File: config.mk
export PLATFORM = sky130hd
export DESIGN_NAME = pdio_card
export DESIGN_NICKNAME = d
export VERILOG_FILES = /design/src/logic/pdio_sync.v /design/src/logic/pdio_group.v /design/src/logic/pdio_card.v
export VERILOG_INCLUDE_DIRS = /design/src /design/src/logic
export SDC_FILE = /design/constraint.sdc
export NUM_CORES = 1
export LEC_CHECK = 0
export BUFFER_PORTS_ARGS = -buffer_cell sky130_fd_sc_hd__buf_4
export CAP_MARGIN = 20
export CORE_MARGIN = 2
export CORE_UTILIZATION = 43
export CTS_BUF_LIST = sky130_fd_sc_hd__clkbuf_16
export DETAILED_ROUTE_END_ITERATION = 10
export GPL_TIMING_DRIVEN = 1
export PLACE_DENSITY = 0.67
export SLEW_MARGIN = 20
export SYNTH_ARGS = -nofsm -noshare
export SYNTH_HDL_FRONTEND = slang
export SYNTH_SLANG_ARGS = --single-unit
File: constraint.sdc
create_clock -name pclk -period 2.4 [get_ports pclk]
set_clock_uncertainty 0.2 [all_clocks]
set_input_delay 0.24 -clock pclk [delete_from_list [all_inputs] [get_ports pclk]]
set_output_delay 0.24 -clock pclk [all_outputs]
set_load 0.005 [all_outputs]
File: src/logic/pdio_defs.vh
// constants of the buffered parallel i/o card: register indices, field
// positions, reset values; included by the group and card design files
`ifndef PDIO_DEFS_VH
`define PDIO_DEFS_VH

// apb geometry: 32 word locations, byte address = 4 * index
`define PDIO_ADDR_W        7
`define PDIO_IDX_W         5
`define PDIO_IDX_LSB       2
`define PDIO_MAX_GROUPS    5
`define PDIO_GROUP_BITS    24
`define PDIO_FIELD_W       120

// per-group locations: index = 4 * group + port
`define PDIO_PORT_A        2'h0
`define PDIO_PORT_B        2'h1
`define PDIO_PORT_C        2'h2
`define PDIO_PORT_CTRL     2'h3

// card-wide locations
`define PDIO_IDX_STATUS    5'h14
`define PDIO_IDX_MASK      5'h15
`define PDIO_IDX_STATE     5'h16
`define PDIO_IDX_INT_OFF   5'h1e
`define PDIO_IDX_INT_ON    5'h1f

// port control fields: direction 1 = input, plus software buffer enable
`define PDIO_CTRL_W        5
`define PDIO_CTRL_DIR_A    0
`define PDIO_CTRL_DIR_B    1
`define PDIO_CTRL_DIR_CLO  2
`define PDIO_CTRL_DIR_CHI  3
`define PDIO_CTRL_BUF_EN   4
`define PDIO_CTRL_RST      5'h0f

// interrupt source and gate positions within a group's 24 lines
`define PDIO_BIT_INT_LINE  19
`define PDIO_BIT_GATE_LINE 23

// reset values of the card-wide mask and the group port latches
`define PDIO_MASK_RST      5'h1f
`define PDIO_PORT_RST      8'h00

`endif

File: src/logic/pdio_sync.v
// two-flop synchroniser for a bundle of asynchronous levels
// assumes: levels are quasi-static or slow against pclk
`timescale 1ns/1ps
module pdio_sync #(
  parameter WIDTH = 1
) (
  // clock and reset
  input  wire             pclk,
  input  wire             presetn,
  // levels
  input  wire [WIDTH-1:0] async_in,
  output reg  [WIDTH-1:0] sync_out
);

  reg [WIDTH-1:0] meta;

  // first stage feeds only the second
  always @(posedge pclk or negedge presetn) begin
    if (!presetn) begin
      meta     <= {WIDTH{1'b0}};
      sync_out <= {WIDTH{1'b0}};
    end else begin
      meta     <= async_in;
      sync_out <= meta;
    end
  end

endmodule // pdio_sync

File: src/logic/pdio_group.v
// one 24-bit group: two 8-bit ports, port c as two 4-bit halves,
// direction control, buffer control and the group's interrupt source
// assumes: pin and jumper inputs already synchronised to pclk
`timescale 1ns/1ps
`include "pdio_defs.vh"
module pdio_group (
  // clock and reset
  input  wire        pclk,
  input  wire        presetn,
  // register access
  input  wire        wr_en,
  input  wire [1:0]  reg_sel,
  input  wire [7:0]  wdata,
  output reg  [7:0]  rdata,
  // jumpers and pins
  input  wire        buffer_force,
  input  wire        always_jumper,
  input  wire        gated_jumper,
  input  wire [23:0] pin_in,
  output wire [23:0] io_out,
  output wire [23:0] io_oe,
  output wire        buffer_enable,
  // interrupt event
  output wire        int_edge
);

  reg  [7:0]             port_a;
  reg  [7:0]             port_b;
  reg  [7:0]             port_c;
  reg  [`PDIO_CTRL_W-1:0] ctrl;
  reg                    int_line_q;
  wire [23:0]            dir_out;
  wire [23:0]            level;
  wire                   int_line;
  wire                   gate_line;
  wire                   grp_int_en;

  // port latches and control, inputs by default after reset
  always @(posedge pclk or negedge presetn) begin
    if (!presetn) begin
      port_a <= `PDIO_PORT_RST;
      port_b <= `PDIO_PORT_RST;
      port_c <= `PDIO_PORT_RST;
      ctrl   <= `PDIO_CTRL_RST;
    end else if (wr_en) begin
      case (reg_sel)
        `PDIO_PORT_A: port_a <= wdata;
        `PDIO_PORT_B: port_b <= wdata;
        `PDIO_PORT_C: port_c <= wdata;
        default:      ctrl   <= wdata[`PDIO_CTRL_W-1:0];
      endcase
    end
  end

  // per-port direction expanded to lines
  assign dir_out = {{4{~ctrl[`PDIO_CTRL_DIR_CHI]}}, {4{~ctrl[`PDIO_CTRL_DIR_CLO]}},
                    {8{~ctrl[`PDIO_CTRL_DIR_B]}}, {8{~ctrl[`PDIO_CTRL_DIR_A]}}};

  // buffers forced on by jumper, else software enable
  assign buffer_enable = buffer_force | ctrl[`PDIO_CTRL_BUF_EN];
  assign io_out        = {port_c, port_b, port_a};
  assign io_oe         = dir_out & {24{buffer_enable}};

  // line level as seen by the group: latch when output, pin when input
  assign level     = (io_out & dir_out) | (pin_in & ~dir_out);
  assign int_line  = level[`PDIO_BIT_INT_LINE];
  assign gate_line = level[`PDIO_BIT_GATE_LINE];

  // interrupt permission from jumpers and the gate line
  assign grp_int_en = always_jumper | (gated_jumper & ~gate_line);

  // rising edge of the interrupt line
  always @(posedge pclk or negedge presetn) begin
    if (!presetn) begin
      int_line_q <= 1'b0;
    end else begin
      int_line_q <= int_line;
    end
  end

  assign int_edge = int_line & ~int_line_q & grp_int_en;

  // read back: input ports show pins, output ports show latches
  always @* begin
    case (reg_sel)
      `PDIO_PORT_A: rdata = level[7:0];
      `PDIO_PORT_B: rdata = level[15:8];
      `PDIO_PORT_C: rdata = level[23:16];
      default:      rdata = {{(8-`PDIO_CTRL_W){1'b0}}, ctrl};
    endcase
  end

endmodule // pdio_group

File: src/logic/pdio_card.v
// top of the buffered parallel i/o card: apb slave, up to five groups,
// card-wide interrupt latch, enable and mask
// assumes: apb master on pclk; field pins and jumpers asynchronous
//
// Functional notes
// - Each group has two 8-bit ports and port c as two 4-bit halves, each set to input or output.
// - Each port's line buffers follow the port's programmed direction automatically; here lines also drive only with control bit 4 or the forcing jumper set.
// - The number of populated groups is configurable to five, four or three.
// - With the buffer-always-on jumper and no software-tristate jumper, all line buffers stay enabled regardless of software.
// - With the software-tristate jumper, buffers are enabled or tristated only by software.
// - Each group dedicates one field line as an interrupt source.
// - A group's interrupt is enabled by its always jumper, or by its gated jumper with a low gate.
// - The card decodes 32 consecutive locations whose base the host assigns.
// - A rising edge on the interrupt line is latched as a pending request.
// - Software driving bit 3 of port c low then high also raises an interrupt.
// - Interrupts are off at reset; a write to 1f enables, a write to 1e clears and disables.
// - With the gated jumper and no always jumper, a high gate line blocks the group's interrupts.
//
// The register addresses and the APB slave port are this design's own decisions.
`timescale 1ns/1ps
`include "pdio_defs.vh"
module pdio_card #(
  parameter NUM_GROUPS = 5 // 5, 4 or 3
) (
  // clock and reset
  input  wire                      pclk,
  input  wire                      presetn,
  // apb slave
  input  wire                      psel,
  input  wire                      penable,
  input  wire                      pwrite,
  input  wire [`PDIO_ADDR_W-1:0]   paddr,
  input  wire [31:0]               pwdata,
  output reg  [31:0]               prdata,
  output wire                      pready,
  output wire                      pslverr,
  // field lines
  input  wire [`PDIO_FIELD_W-1:0]  field_in,
  output wire [`PDIO_FIELD_W-1:0]  field_out,
  output wire [`PDIO_FIELD_W-1:0]  field_oe,
  output wire [`PDIO_MAX_GROUPS-1:0] buffer_enable,
  // jumpers, high when installed
  input  wire                      buffer_always_on_jumper,
  input  wire                      software_tristate_jumper,
  input  wire [`PDIO_MAX_GROUPS-1:0] interrupt_always_jumper,
  input  wire [`PDIO_MAX_GROUPS-1:0] gated_interrupt_jumper,
  // interrupt
  output wire                      irq
);

  localparam SYNC_W = `PDIO_FIELD_W + 2 + 2 * `PDIO_MAX_GROUPS;
  localparam G      = `PDIO_MAX_GROUPS;

  wire [SYNC_W-1:0]          sync_q;
  wire [`PDIO_FIELD_W-1:0]   pins;
  wire                       ben_q;
  wire                       tst_q;
  wire [G-1:0]               ien_q;
  wire [G-1:0]               inp_q;
  wire [`PDIO_IDX_W-1:0]     idx;
  wire [2:0]                 grp;
  wire                       is_group;
  wire                       grp_ok;
  wire                       mapped;
  wire                       setup_ph;
  wire                       acc_wr;
  wire [G*8-1:0]             grp_rdata;
  wire [G-1:0]               edges;
  reg  [G-1:0]               int_status;
  reg  [G-1:0]               int_mask;
  reg                        int_global;
  reg  [G-1:0]               next_status;
  reg  [31:0]                rd_mux;

  // all pins and jumpers pass two flops first
  pdio_sync #(
    .WIDTH (SYNC_W)
  ) u_sync (
    .pclk     (pclk),
    .presetn  (presetn),
    .async_in ({gated_interrupt_jumper, interrupt_always_jumper,
                software_tristate_jumper, buffer_always_on_jumper, field_in}),
    .sync_out (sync_q)
  );

  assign pins  = sync_q[`PDIO_FIELD_W-1:0];
  assign ben_q = sync_q[`PDIO_FIELD_W];
  assign tst_q = sync_q[`PDIO_FIELD_W+1];
  assign ien_q = sync_q[`PDIO_FIELD_W+2+G-1:`PDIO_FIELD_W+2];
  assign inp_q = sync_q[SYNC_W-1:`PDIO_FIELD_W+2+G];

  // address decode within the 32-word window
  assign idx      = paddr[`PDIO_ADDR_W-1:`PDIO_IDX_LSB];
  assign grp      = idx[4:2];
  assign is_group = (idx < `PDIO_IDX_STATUS);
  assign grp_ok   = is_group & ({29'h0, grp} < NUM_GROUPS);
  assign mapped   = grp_ok | (idx == `PDIO_IDX_STATUS) | (idx == `PDIO_IDX_MASK) |
                    (idx == `PDIO_IDX_STATE) | (idx == `PDIO_IDX_INT_OFF) |
                    (idx == `PDIO_IDX_INT_ON);
  assign setup_ph = psel & ~penable;
  assign acc_wr   = psel & penable & pwrite & mapped;

  // zero wait states; unmapped words answer with an error
  assign pready  = 1'b1;
  assign pslverr = psel & penable & ~mapped;

  // populated groups; the rest stay quiet
  genvar g;
  generate
    for (g = 0; g < G; g = g + 1) begin : gen_grp
      if (g < NUM_GROUPS) begin : pop
        pdio_group u_group (
          .pclk          (pclk),
          .presetn       (presetn),
          .wr_en         (acc_wr & grp_ok & (grp == g)),
          .reg_sel       (idx[1:0]),
          .wdata         (pwdata[7:0]),
          .rdata         (grp_rdata[g*8 +: 8]),
          .buffer_force  (ben_q & ~tst_q),
          .always_jumper (ien_q[g]),
          .gated_jumper  (inp_q[g]),
          .pin_in        (pins[g*24 +: 24]),
          .io_out        (field_out[g*24 +: 24]),
          .io_oe         (field_oe[g*24 +: 24]),
          .buffer_enable (buffer_enable[g]),
          .int_edge      (edges[g])
        );
      end else begin : empty
        assign grp_rdata[g*8 +: 8]  = 8'h00;
        assign field_out[g*24 +: 24] = 24'h000000;
        assign field_oe[g*24 +: 24]  = 24'h000000;
        assign buffer_enable[g]      = 1'b0;
        assign edges[g]              = 1'b0;
      end
    end
  endgenerate

  // sticky status: a new edge wins over a clear in the same cycle
  always @* begin
    next_status = int_status;
    if (acc_wr && idx == `PDIO_IDX_STATUS)
      next_status = int_status & ~pwdata[G-1:0];
    if (acc_wr && idx == `PDIO_IDX_INT_OFF)
      next_status = {G{1'b0}};
    next_status = next_status | (edges & {G{int_global}});
  end

  // interrupt registers, disabled at reset
  always @(posedge pclk or negedge presetn) begin
    if (!presetn) begin
      int_status <= {G{1'b0}};
      int_mask   <= `PDIO_MASK_RST;
      int_global <= 1'b0;
    end else begin
      int_status <= next_status;
      if (acc_wr && idx == `PDIO_IDX_MASK) begin
        int_mask <= pwdata[G-1:0];
      end
      if (acc_wr && idx == `PDIO_IDX_INT_ON) begin
        int_global <= 1'b1;
      end else if (acc_wr && idx == `PDIO_IDX_INT_OFF) begin
        int_global <= 1'b0;
      end
    end
  end

  assign irq = int_global & |(int_status & int_mask);

  // read mux
  always @* begin
    rd_mux = 32'h00000000;
    if (grp_ok) begin
      case (grp)
        3'h0:    rd_mux = {24'h000000, grp_rdata[7:0]};
        3'h1:    rd_mux = {24'h000000, grp_rdata[15:8]};
        3'h2:    rd_mux = {24'h000000, grp_rdata[23:16]};
        3'h3:    rd_mux = {24'h000000, grp_rdata[31:24]};
        default: rd_mux = {24'h000000, grp_rdata[39:32]};
      endcase
    end else begin
      case (idx)
        `PDIO_IDX_STATUS: rd_mux = {27'h0000000, int_status};
        `PDIO_IDX_MASK:   rd_mux = {27'h0000000, int_mask};
        `PDIO_IDX_STATE:  rd_mux = {17'h00000, inp_q, ien_q, 2'h0, tst_q, ben_q, int_global};
        default:          rd_mux = 32'h00000000;
      endcase
    end
  end

  // read data captured in the setup cycle, held through access
  always @(posedge pclk or negedge presetn) begin
    if (!presetn) begin
      prdata <= 32'h00000000;
    end else if (setup_ph) begin
      prdata <= pwrite ? 32'h00000000 : rd_mux;
    end
  end

endmodule // pdio_card

Word level (Yosys, flattened, before mapping)
Cells that the tools add are included.
{ "totals": {"register_bits": 457, "inputBits": 176, "out_inout_bits": 280, "wordCells": 194} }
{ "classes": {"n_lt_le_gt_ge": 2, "n_eq_ne": 11, "muxes": 13, "bitwise": 108, "reduce_logical": 29} }
{ "ops": {"columns": ["cell", "n"], "rows": [
  ["$and A24 B24 Y24", 15],
  ["$not A24 Y24", 5],
  ["$or A24 B24 Y24", 5],
  ["$pmux W8 S3", 5],
  ["$mux W32", 2],
  ["$pmux W15 S3", 1],
  ["$reduce_and A2 Y1", 20],
  ["$not A1 Y1", 34],
  ["$pmux W8 S4", 1],
  ["$and A1 B1 Y1", 29],
  ["$eq A5 B5 Y1 const B", 5],
  ["$and A5 B5 Y5", 3],
  ["$or A1 B1 Y1", 15],
  ["$mux W5", 2],
  ["$eq A3 B2 Y1 const B", 2],
  ["$lt A5 B5 Y1 const B", 1],
  ["$not A5 Y5", 1],
  ["$or A5 B5 Y5", 1],
  ["$reduce_or A5 Y1", 1],
  ["$logic_and A1 B1 Y1", 4],
  ["$eq A3 B1 Y1 const B", 1],
  ["$eq A3 B3 Y1 const B", 1],
  ["$logic_not A3 Y1", 1],
  ["$lt A3 B3 Y1 const B", 1],
  ["other kinds (6)", 7]
]} }

Longest topological paths before layout
Gate-level depths: netlist (run 1).
{ "logic_depth": {"ltp_word": 12, "mapped_depth": 9, "depth_no_buf": 6} }

By module
Synthesis (run 1) repeated with hierarchy kept, for this count alone.
{ "hier_totals": {"cells_unflattened": 1210, "hier_area_um2": 17215.3} }
{ "modules_own_cells": {"columns": ["module", "instances", "cells_each", "area_per_inst_um2", "seq_area_each_um2"], "rows": [
  ["pdio_group", 5, 152, 1769.2, 755.7],
  ["pdio_sync", 1, 264, 6606.3, 6606.3],
  ["pdio_card", 1, 186, 1762.9, 656.9]
]} }

Worst setup path after synthesis (run 1)
No wires, ideal clock.
{ "synth_timing": {"path_kind": "flip-flop to flip-flop", "start": "register gen_grp[1].pop.u_group.ctrl[2]", "end": "register prdata[3]", "setup_time_ps": 122, "arrival_ps": 1737, "required_ps": 2078, "path_slack_ps": 341, "path_stages_with_launch": 7, "n_path_buf": 1, "period_less_slack_ps": 2059, "path_cell_list": "dfstp_2 buf_6 mux2_4 mux4_2 nand2_1 nand3_1 a32o_1"} }
{ "synth_between": {"elab_chain_cells": 8, "elab_cells_between_ends": 9, "cone_classes": "mux (4); bitwise (5)"} }
{ "synth_rtl": {"columns": ["item", "line_no", "text"], "rows": [
  ["from (decl)", "pdio_group.v:30", "reg [`PDIO_CTRL_W-1:0] ctrl;"],
  ["from (signal assigned)", "pdio_group.v:44", "ctrl <= `PDIO_CTRL_RST;"],
  ["from (signal assigned)", "pdio_group.v:50", "default: ctrl <= wdata[`PDIO_CTRL_W-1:0];"],
  ["$not A1 Y1 *", "pdio_group.v:56", "assign dir_out = {{4{~ctrl[`PDIO_CTRL_DIR_CHI]}}, {4{~ctrl[`PDIO_CTRL_DIR_CLO]}},"],
  ["$not A24 Y24", "pdio_group.v:65", "assign level = (io_out & dir_out) | (pin_in & ~dir_out);"],
  ["$and A24 B24 Y24", "pdio_group.v:65", null],
  ["$or A24 B24 Y24 *", "pdio_group.v:65", null],
  ["named net gen_grp[1].pop.u_group.level[19]", "pdio_group.v:33", "wire [23:0] level;"],
  ["$pmux W8 S3 *", "pdio_group.v:85", "case (reg_sel)"],
  ["$pmux W8 S4 *", "pdio_card.v:173", "case (grp)"],
  ["$mux W32 *", "pdio_card.v:172", "if (grp_ok) begin"],
  ["$mux W32 *", "pdio_card.v:195", "prdata <= pwrite ? 32'h00000000 : rd_mux;"],
  ["to (signal assigned)", "pdio_card.v:195", null],
  ["to (decl)", "pdio_card.v:34", "output reg [31:0] prdata,"]
]} }
The timed path passes the listed nets; every way through them passes the cells marked *.
A chain may end at the register's enable or synchronous reset.

Final worst setup path (run 1)
{ "layout_timing": {"start": "register u_sync.sync_out[120]", "end": "output port field_oe[59]"} }
{ "layout_between": {"elab_chain_cells": 3} }
{ "layout_rtl": {"columns": ["item", "line_no", "text"], "rows": [
  ["from (decl)", "pdio_sync.v:12", "output reg [WIDTH-1:0] sync_out"],
  ["from (signal assigned)", "pdio_sync.v:21", "sync_out <= {WIDTH{1'b0}};"],
  ["from (signal assigned)", "pdio_sync.v:24", "sync_out <= meta;"],
  ["$and A1 B1 Y1", "pdio_card.v:119", ".buffer_force (ben_q & ~tst_q),"],
  ["$or A1 B1 Y1", "pdio_group.v:60", "assign buffer_enable = buffer_force | ctrl[`PDIO_CTRL_BUF_EN];"],
  ["$and A24 B24 Y24", "pdio_group.v:62", "assign io_oe = dir_out & {24{buffer_enable}};"],
  ["to (decl)", "pdio_card.v:40", "output wire [`PDIO_FIELD_W-1:0] field_oe,"]
]} }
No other way between the ends.

==> results of run 1 <==
synthesized netlist by cell type, types with 7 or more instances:
cell type / number / area, um2
buf_6: 12 / 135
mux2i_1: 94 / 941
nor2_1: 50 / 188
o22ai_1: 17 / 106
buf_2: 26 / 130
dfstp_2: 25 / 657
nand2b_1: 7 / 43.8
nor3_1: 8 / 40.0
nand3_1: 15 / 75.1
buf_4: 130 / 976
dfrtp_1: 415 / 10400
nor2_4: 11 / 124
o221ai_1: 15 / 131
a21oi_1: 28 / 140
clkbuf_1: 17 / 63.8
a211oi_1: 10 / 75.1
o21ai_0: 39 / 195
a22o_1: 8 / 70.1
nor2b_1: 11 / 68.8
o211ai_1: 7 / 52.6
mux2_2: 167 / 1880
nand2_1: 33 / 124
per-layer routing:
metal  track usage  up-vias
met2         0.413      408
met5             0        -
li1              -     5152
met4         0.106        0
met1         0.329     5946
met3        0.0488      113
state kept, by name, indices dropped and copies added, names as in the netlist:
signal / flops
gen_grp.pop.u_group.ctrl: 25
gen_grp.pop.u_group.int_line_q: 5
gen_grp.pop.u_group.port_a: 40
gen_grp.pop.u_group.port_b: 40
gen_grp.pop.u_group.port_c: 40
int_global: 1
int_mask: 5
int_status: 5
prdata: 15
u_sync.meta: 132
u_sync.sync_out: 132
worst max-delay path: cells and delay by family (launching register included):
| family | cells | cell delay, ns |
|---|---|---|
| simple gates | 3 | 0.47 |
| flops | 1 | 0.38 |
| buf+inv | 3 | 0.46 |
final cells by class:
class | count | share of cell area
clock buffers | 49 | 0.0519
clock inverters | 34 | 0.0138
inverters | 5 | 0.000795
multi-input cells | 607 | 0.214
flip-flops and latches | 440 | 0.467
well taps | 525 | 0.0278
repair buffers | 635 | 0.224
power breakdown:
group / leakage, nW / internal (W) / switching [W] / total (W)
Sequential: 5.37 / 0.00793 / 0.000345 / 0.00827
Clock: 0.794 / 0.00441 / 0.00290 / 0.00731
Combinational: 5.00 / 0.00139 / 0.00117 / 0.00256
Total: 11.2 / 0.0137 / 0.00441 / 0.0181
cells by family (layout without fill, tap and decap cells):
kind of cell | after synthesis | count (layout) | synth area share
muxes | 265 | 265 | 0.167
other | 2 | 18 | 0.000435
AOI/OAI and AO/OA | 153 | 153 | 0.0581
and+or+nand+nor | 171 | 171 | 0.0572
buffers and inverters | 192 | 723 | 0.0772
DFF | 440 | 440 | 0.640
worst min-delay path by stage:
| stage | cells past startpoint | from | slack, ns | endpoint |
|---|---|---|---|---|
| detailed placement | 1 | presetn | 0.005 | u_sync.meta[13]$_DFF_PN0_ |
| CTS | 2 | pwdata[6] | 0.006 | gen_grp[3].pop.u_group.port_b[6]$_DFFE_PN0P_ |
| global route | 2 | pwdata[6] | 0.04 | gen_grp[3].pop.u_group.port_c[6]$_DFFE_PN0P_ |
| finish | 2 | pwdata[6] | 0.05 | gen_grp[1].pop.u_group.port_c[6]$_DFFE_PN0P_ |
| floorplan | 0 | presetn | -0.26 | gen_grp[0].pop.u_group.ctrl[4]$_DFFE_PN0P_ |
| global placement | 1 | presetn | 0.003 | u_sync.meta[5]$_DFF_PN0_ |
through the flow:
step | hold WS [ns] | worst slack (ns)
floorplan | -0.256 | 0.341
global placement | 0.00270 | 0.0302
global route | 0.0425 | 0.00345
detailed placement | 0.00466 | -0.00727
finish | 0.0542 | 0.0732
CTS | 0.00595 | -0.0898
repair_timing:
| item | in CTS | in global routing |
|---|---|---|
| hold buffers | 145 | 0 |
| hold endpoints to repair | 507 | 0 |
| endpoints found under the setup margin | 119 | 103 |
| buffers inserted | 0 | 5 |
| pin swaps | 0 | 4 |
| gates resized for setup | 18 | 18 |
==> flow_summary.json, run 1 <==
{
  "min_period_over_period": 0.970,
  "clkTransAtPathRegs_ns": 0.06,
  "syn_to_final_growth_pct": 36.8,
  "initial_core_util": 0.435,
  "die_h_um": 204,
  "syn-instance-count": 1223,
  "antenna_found_initial": 0,
  "yosysWarnings": 0,
  "start_kind": "flip-flop",
  "core_um2": 39600,
  "htree_levels": 2,
  "routed_wl_mm": 52.5,
  "ir_drop_v": 0.000600,
  "wl_met1_mm": 22.1,
  "synth_ff_type": "dfrtp_1",
  "cts-root-buf": "clkbuf_16",
  "arrival_ns": 1.89,
  "synth-edff-count": 0,
  "setup_tns_ns": 0,
  "grt_use_total": 0.252,
  "dieArea_um2": 41800,
  "regArea_um2": 11000,
  "hold_violations": 0,
  "crit_top_cell": "buf_4",
  "finalNonFillerCells": 2295,
  "layout_common_cells": "476 x buf_4, 415 x dfrtp_1, 166 x mux2_2",
  "worstSetupPathType": "reg2out",
  "place_hpwl_mm": 36.2,
  "slew_violations": 0,
  "maxCapViolCount": 0,
  "rr_worst_depth": 6,
  "p_leak_nw": 11.2,
  "min_path_type": "in2reg",
  "place.gp.congestion": 0.855,
  "drive_gt1_frac": 0.456,
  "slew_headroom": 0.601,
  "powerDensity_nw_per_um2": 768,
  "cts_tree": "yes",
  "cp_cell_sequence": "nor2b_2, buf_4, nor2_4, nor2_1, buf_4, buf_4",
  "multi_input_area_um2": 5060,
  "reg2reg_slack_ns": 0.11,
  "worstSkewPairLatency_ns": 0.58,
  "port_buffers": 411,
  "drtPass1Iterations": 5,
  "vias_per_cell": 5.06,
  "final_common_cell": "buf_4",
  "avgSynthCellArea_um2": 14.1,
  "fmax_mhz": 430,
  "r2r-end": "prdata[2]$_DFFE_PN0P_",
  "num_vias": 11619,
  "clock_sinks": 440,
  "grt_setup_unrepaired": "false",
  "die-width_um": 204,
  "postPlaceCellArea_um2": 20500,
  "tightest_slew_ns": 0.595,
  "fin_area_um2": 23600,
  "synth-seq-cells": 440,
  "placedCellCount": 2062,
  "antenna_left": 0,
  "outcome": "complete, no violations",
  "routed.top_layer": "met4",
  "ys_seq_area_frac": 0.640,
  "synth.distinct_cells": 59,
  "fillCellCount": 3114,
  "drc": 0,
  "startpoint": "u_sync.sync_out[120]$_DFF_PN0_",
  "grt_pass1_vias": 12187,
  "grt_pass1_wl_mm": 76.8,
  "worst-path-max-fanout": 8,
  "setup_viol": 0,
  "wl_met3_mm": 2.88,
  "endpoint": "field_oe[59]",
  "slowest_delay_ns": 0.38,
  "fin_nets": 1912,
  "numCtsBuffers": 47,
  "first_iter_violations": 587,
  "cpMaxStageDelayCell": "dfrtp_1",
  "end_kind": "output port",
  "met2_length_mm": 25.4,
  "rr_startpoint": "gen_grp[3].pop.u_group.ctrl[1]$_DFFE_PN1P_",
  "synth_area_um2": 17300,
  "n_antenna_cell": 0,
  "utilization": 0.596,
  "gr-total-overflow": 0,
  "cp.required_ns": 1.96,
  "total_power_w": 0.0181,
  "post_drt_wl_per_cell_um": 22.9,
  "clock_path_buffers": 3,
  "fin_crit_ns": 2.33,
  "async_flop_share": 1.00,
  "ioPinCount": 456,
  "grt_max_degree": 70,
  "core.rowCount": 73
}
(Power assumes the default switching activity.)
==> run 2, diff against run 1 <==
- BUFFER_PORTS_ARGS: -buffer_cell sky130_fd_sc_hd__buf_4 -> -buffer_cell sky130_fd_sc_hd__buf_2
==> run 2 against run 1 <==
The run now ends with hold timing left. Cell count is essentially flat. Worst setup slack got worse by 0.042 ns. Die area unchanged. Sequential power barely moved. Global-route usage fell by 0.50 points. Critical path type is now reg2reg. Largest power group unchanged. Highest routed layer is now met5.
==> flow_summary.json, run 2 (synthesized netlist as in run 1, its figures left out) <==
{
  "first_iter_violations": 784,
  "maxCapViolCount": 0,
  "arrival_ns": 2.63,
  "hold_violations": 3,
  "violations": "hold timing",
  "outcome": "finished, violations left",
  "clock_sinks": 440,
  "antenna_left": 0,
  "worst-path-stages": 6,
  "die_h_um": 204,
  "cp.required_ns": 2.66,
  "grt_pass1_vias": 11937,
  "wl_met3_mm": 2.93,
  "drive_gt1_frac": 0.460,
  "wl_met1_mm": 22.0,
  "layout_common_cells": "415 x dfrtp_1, 410 x buf_2, 166 x mux2_2",
  "cts-root-buf": "clkbuf_16",
  "rr_worst_depth": 6,
  "fmax_mhz": 422,
  "tightest_slew_ns": 0.754,
  "grt_max_degree": 62,
  "end_kind": "flip-flop",
  "drc": 0,
  "clkTransAtPathRegs_ns": 0.06,
  "r2r-end": "prdata[5]$_DFFE_PN0P_",
  "grt_use_total": 0.247,
  "final_common_cell": "dfrtp_1",
  "syn_to_final_growth_pct": 30.3,
  "initial_core_util": 0.435,
  "slew_violations": 0,
  "slew_headroom": 0.497,
  "largestRegisters": "u_sync.meta (132), u_sync.sync_out (132)",
  "num_vias": 11449,
  "ir_drop_v": 0.000597,
  "place_hpwl_mm": 35.8,
  "core_um2": 39600,
  "worstSkewPairLatency_ns": 0.58,
  "met2_length_mm": 25.1,
  "antenna_found_initial": 3,
  "postPlaceCellArea_um2": 19500,
  "p_leak_nw": 10.9,
  "startpoint": "gen_grp[2].pop.u_group.ctrl[0]$_DFFE_PN1P_",
  "dieArea_um2": 41800,
  "endpoint": "prdata[5]$_DFFE_PN0P_",
  "fin_hold_ws_ns": -0.00202,
  "place.gp.congestion": 0.843,
  "routed_wl_mm": 51.7,
  "fin_area_um2": 22500,
  "port_buffers": 411,
  "start_kind": "flip-flop",
  "powerDensity_nw_per_um2": 776,
  "path_buf_inv": 1,
  "min_period_over_period": 0.987,
  "post_drt_wl_per_cell_um": 22.5,
  "cpMaxStageDelayCell": "dfstp_2",
  "reg2reg_slack_ns": 0.03,
  "cp_cell_sequence": "buf_4, mux2i_1, nor2_1, o21ai_0, nand4_1, a32o_1",
  "critical-path-top-delay-family": "flip-flops",
  "routed.top_layer": "met5",
  "gr-total-overflow": 0,
  "numCtsBuffers": 47,
  "setup_viol": 0,
  "drtPass1Iterations": 5,
  "grt_pass1_wl_mm": 75.3,
  "ioPinCount": 456,
  "rr_startpoint": "gen_grp[2].pop.u_group.ctrl[0]$_DFFE_PN1P_",
  "worstSetupPathType": "reg2reg",
  "die-width_um": 204,
  "fin_crit_ns": 2.37,
  "clock_path_buffers": 3,
  "cts_tree": "yes",
  "total_power_w": 0.0175,
  "vias_per_cell": 4.99,
  "fin_nets": 1907,
  "worst-path-max-fanout": 10,
  "min_path_type": "in2async",
  "slowest_delay_ns": 0.66,
  "htree_levels": 2,
  "core.rowCount": 73
}
run 2: cell types whose count changed in the layout (fill, tap and decap cells not counted), sizes merged:
cell and delta:
clkinvlp +4, bufinv -4, dlygate4sd3 -9, diode +2, clkinv +2, buf +4
run 2: how the worst min path moves through the flow:
stage	from	to	slack, ns
6_report	presetn	u_sync.meta[11]$_DFF_PN0_	-0.002
5_1_grt	presetn	u_sync.meta[11]$_DFF_PN0_	0.03
4_1_cts	presetn	u_sync.meta[11]$_DFF_PN0_	0.02
3_5_place_dp	presetn	u_sync.meta[11]$_DFF_PN0_	0.05
3_3_place_gp	presetn	u_sync.meta[13]$_DFF_PN0_	0.05
2_1_floorplan	presetn	gen_grp[0].pop.u_group.ctrl[4]$_DFFE_PN0P_	-0.26
run 2: worst register-to-register path: cells and delay by family, from the launching register on:
| kind | cells | cell delay, ns |
|---|---|---|
| DFF | 1 | 0.66 |
| AOI/OAI and AO/OA | 2 | 0.61 |
| and+or+nand+nor | 2 | 0.33 |
| muxes | 1 | 0.25 |
| buffers and inverters | 1 | 0.20 |
run 2: per-layer routing:
layer | global-route usage | up-vias
met2 | 0.408 | 397
li1 | - | 5160
met1 | 0.322 | 5805
met3 | 0.0521 | 85
met5 | 0 | -
met4 | 0.0916 | 2
run 2: what timing repair did:
item                                    CTS  global route
gates resized for setup                  25            21
hold endpoints to repair                554             0
endpoints found under the setup margin  110            67
hold buffers                            135             0
setup buffers                             0             5
pin swaps                                 0             4
run 2: stage by stage:
step           instances  TNS (ns)  setup slack [ns]   util  hold WS [ns]
5_1_grt             2294  -0.00185          -0.00185  0.568        0.0284
3_5_place_dp        2067    -0.271            -0.271  0.491        0.0477
6_report            2294         0            0.0316  0.568      -0.00202
3_3_place_gp        2067    -0.300            -0.273  0.491        0.0452
2_1_floorplan       1239         0             0.341      -        -0.256
4_1_cts             2287   -0.0123           -0.0123  0.564        0.0201
run 2: cell type report:
type                    instances  area [um2]
diodes                          2        5.00
clock buffers                  49        1230
clock inverters                36         245
fillers                      3231       17100
inverters                       5        18.8
multi-input cells             607        5090
flip-flops and latches        440       11000
well taps                     525         657
repair buffers                630        4210
run 2: power breakdown:
part | switching (W) | internal, W
clock network | 0.00295 | 0.00400
logic | 0.00116 | 0.00110
registers | 0.000322 | 0.00793
total | 0.00443 | 0.0130
==> run 3, diff against run 2 <==
- BUFFER_PORTS_ARGS: -buffer_cell sky130_fd_sc_hd__buf_2 -> -buffer_cell sky130_fd_sc_hd__clkbuf_2
==> run 3 against run 2 <==
The flow still finishes with violations (hold timing). Non-clock buffer count down 1. First-iteration DRC count down 13%. Critical path depth down 1. Worst hold slack worse by 0.0073 ns. Critical path type unchanged. Via count up 0.82%. Register-to-register slack better by 0.05 ns. Die area unchanged.
==> flow_summary.json, run 3 (synthesized netlist as in run 1, its figures left out) <==
{
  "fmax_mhz": 431,
  "placedCellCount": 2065,
  "slew_violations": 0,
  "rr_worst_depth": 5,
  "end_kind": "flip-flop",
  "largestRegisters": "u_sync.meta (132), u_sync.sync_out (132)",
  "grt_pass1_vias": 12062,
  "place_hpwl_mm": 36.1,
  "slew_headroom": 0.414,
  "core.rowCount": 73,
  "cp.required_ns": 2.71,
  "num_vias": 11543,
  "port_buffers": 411,
  "outcome": "finished, violations left",
  "post_drt_wl_per_cell_um": 22.7,
  "p_leak_nw": 10.8,
  "clkTransAtPathRegs_ns": 0.06,
  "initial_core_util": 0.435,
  "startpoint": "gen_grp[0].pop.u_group.ctrl[0]$_DFFE_PN1P_",
  "ir_drop_v": 0.000589,
  "drtPass1Iterations": 4,
  "gr-total-overflow": 0,
  "maxCapViolCount": 0,
  "grt_use_total": 0.251,
  "die-width_um": 204,
  "layout_common_cells": "415 x dfrtp_1, 409 x clkbuf_2, 167 x mux2_2",
  "final_common_cell": "dfrtp_1",
  "start_kind": "flip-flop",
  "fin_nets": 1906,
  "die_h_um": 204,
  "min_path_type": "in2async",
  "cts-root-buf": "clkbuf_16",
  "arrival_ns": 2.63,
  "cts_tree": "yes",
  "vias_per_cell": 5.03,
  "reg2reg_slack_ns": 0.08,
  "cp_cell_sequence": "a211oi_1, a211oi_1, nor3_1, o311ai_1, a32o_1",
  "cpMaxStageDelayCell": "dfstp_4",
  "antenna_left": 0,
  "fillCellCount": 3285,
  "drc": 0,
  "ioPinCount": 456,
  "core_um2": 39600,
  "min_period_over_period": 0.967,
  "r2r-end": "prdata[7]$_DFFE_PN0P_",
  "clock_sinks": 440,
  "antenna_found_initial": 4,
  "htree_levels": 2,
  "drive_gt1_frac": 0.456,
  "endpoint": "prdata[7]$_DFFE_PN0P_",
  "clock_path_buffers": 3,
  "worstSkewPairLatency_ns": 0.58,
  "violations": "hold timing",
  "grt_pass1_wl_mm": 76.8,
  "routed_wl_mm": 52.1,
  "dieArea_um2": 41800,
  "numCtsBuffers": 47,
  "hold_violations": 5,
  "worstSetupPathType": "reg2reg",
  "slowest_delay_ns": 0.73,
  "first_iter_violations": 684,
  "grt_max_degree": 67,
  "total_power_w": 0.0175,
  "fin_crit_ns": 2.32,
  "crit_top_cell": "a211oi_1",
  "syn_to_final_growth_pct": 30.0,
  "place.gp.congestion": 0.854,
  "powerDensity_nw_per_um2": 779,
  "rr_startpoint": "gen_grp[0].pop.u_group.ctrl[0]$_DFFE_PN1P_",
  "setup_viol": 0,
  "finalNonFillerCells": 2293,
  "tightest_slew_ns": 0.879,
  "worst-path-max-fanout": 13,
  "fin_hold_ws_ns": -0.00936
}
==> run 3: cell types whose count changed in the layout (fill, tap and decap cells not counted), moves of 3 or more <==
cell	change
clkinvlp_4	-3
buf_4	+4
buf_12	-3
buf_2	-410
clkbuf_2	+409
nor2_2	+4
inv_1	+8
nor2_4	-3
clkinv_2	-6
==> run 3: worst min path at each step <==
stage	cells after the start	slack [ns]	from	end
after floorplan	0	-0.26	presetn	gen_grp[0].pop.u_group.ctrl[4]$_DFFE_PN0P_
after global placement	1	0.02	presetn	u_sync.meta[13]$_DFF_PN0_
after detailed placement	1	0.02	presetn	u_sync.meta[13]$_DFF_PN0_
after CTS	2	0.0002	presetn	u_sync.meta[13]$_DFF_PN0_
after global routing	2	0.02	presetn	u_sync.meta[11]$_DFF_PN0_
final	2	-0.009	presetn	u_sync.meta[13]$_DFF_PN0_
==> run 3: where the power goes <==
| group | switching [W] | total (W) | internal, W |
|---|---|---|---|
| Sequential | 0.000339 | 0.00827 | 0.00793 |
| Clock | 0.00289 | 0.00697 | 0.00408 |
| Combinational | 0.00116 | 0.00224 | 0.00108 |
| Total | 0.00439 | 0.0175 | 0.0131 |
==> run 3: timing repair <==
action | in CTS | in global routing
hold buffers | 135 | 0
setup endpoints to repair | 111 | 47
hold endpoints to repair | 551 | 0
buffers inserted | 0 | 6
pin swaps | 0 | 2
resized for setup | 25 | 17
==> run 3: metrics by stage <==
stage | setup slack (ns) | utilization | area (um2) | setup TNS (ns)
CTS | 0.00628 | 0.563 | 22300 | 0
global placement | -0.281 | 0.490 | 19400 | -0.302
floorplan | 0.341 | - | 17300 | 0
finish | 0.0794 | 0.566 | 22400 | 0
global route | -0.00781 | 0.566 | 22400 | -0.00865
detailed placement | -0.283 | 0.490 | 19400 | -0.323
==> run 3: worst max-delay path, delay by kind of cell, from the launching register on <==
family,cells,cell delay [ns]
flops,1,0.73
compound gates,4,1.19
simple gates,1,0.13
==> run 3: cell type report <==
class                      count  area (um2)  share of cell area
antenna                        3        7.51            0.000335
clock buffer                  49        1230              0.0547
clock inverter                35         244              0.0109
inverter                       5        18.8            0.000837
multi-input combinational    607        5080               0.226
sequential                   440       11000               0.492
tap                          525         657              0.0293
timing repair buffer         629        4160               0.185
==> run 3: routing by layer <==
layer,GRT usage,vias to the layer above,share of wire
met5,0,-,0.00031
met4,0.105,2,0.036
met3,0.0426,106,0.048
met2,0.415,402,0.49
met1,0.328,5883,0.43
li1,-,5150,-
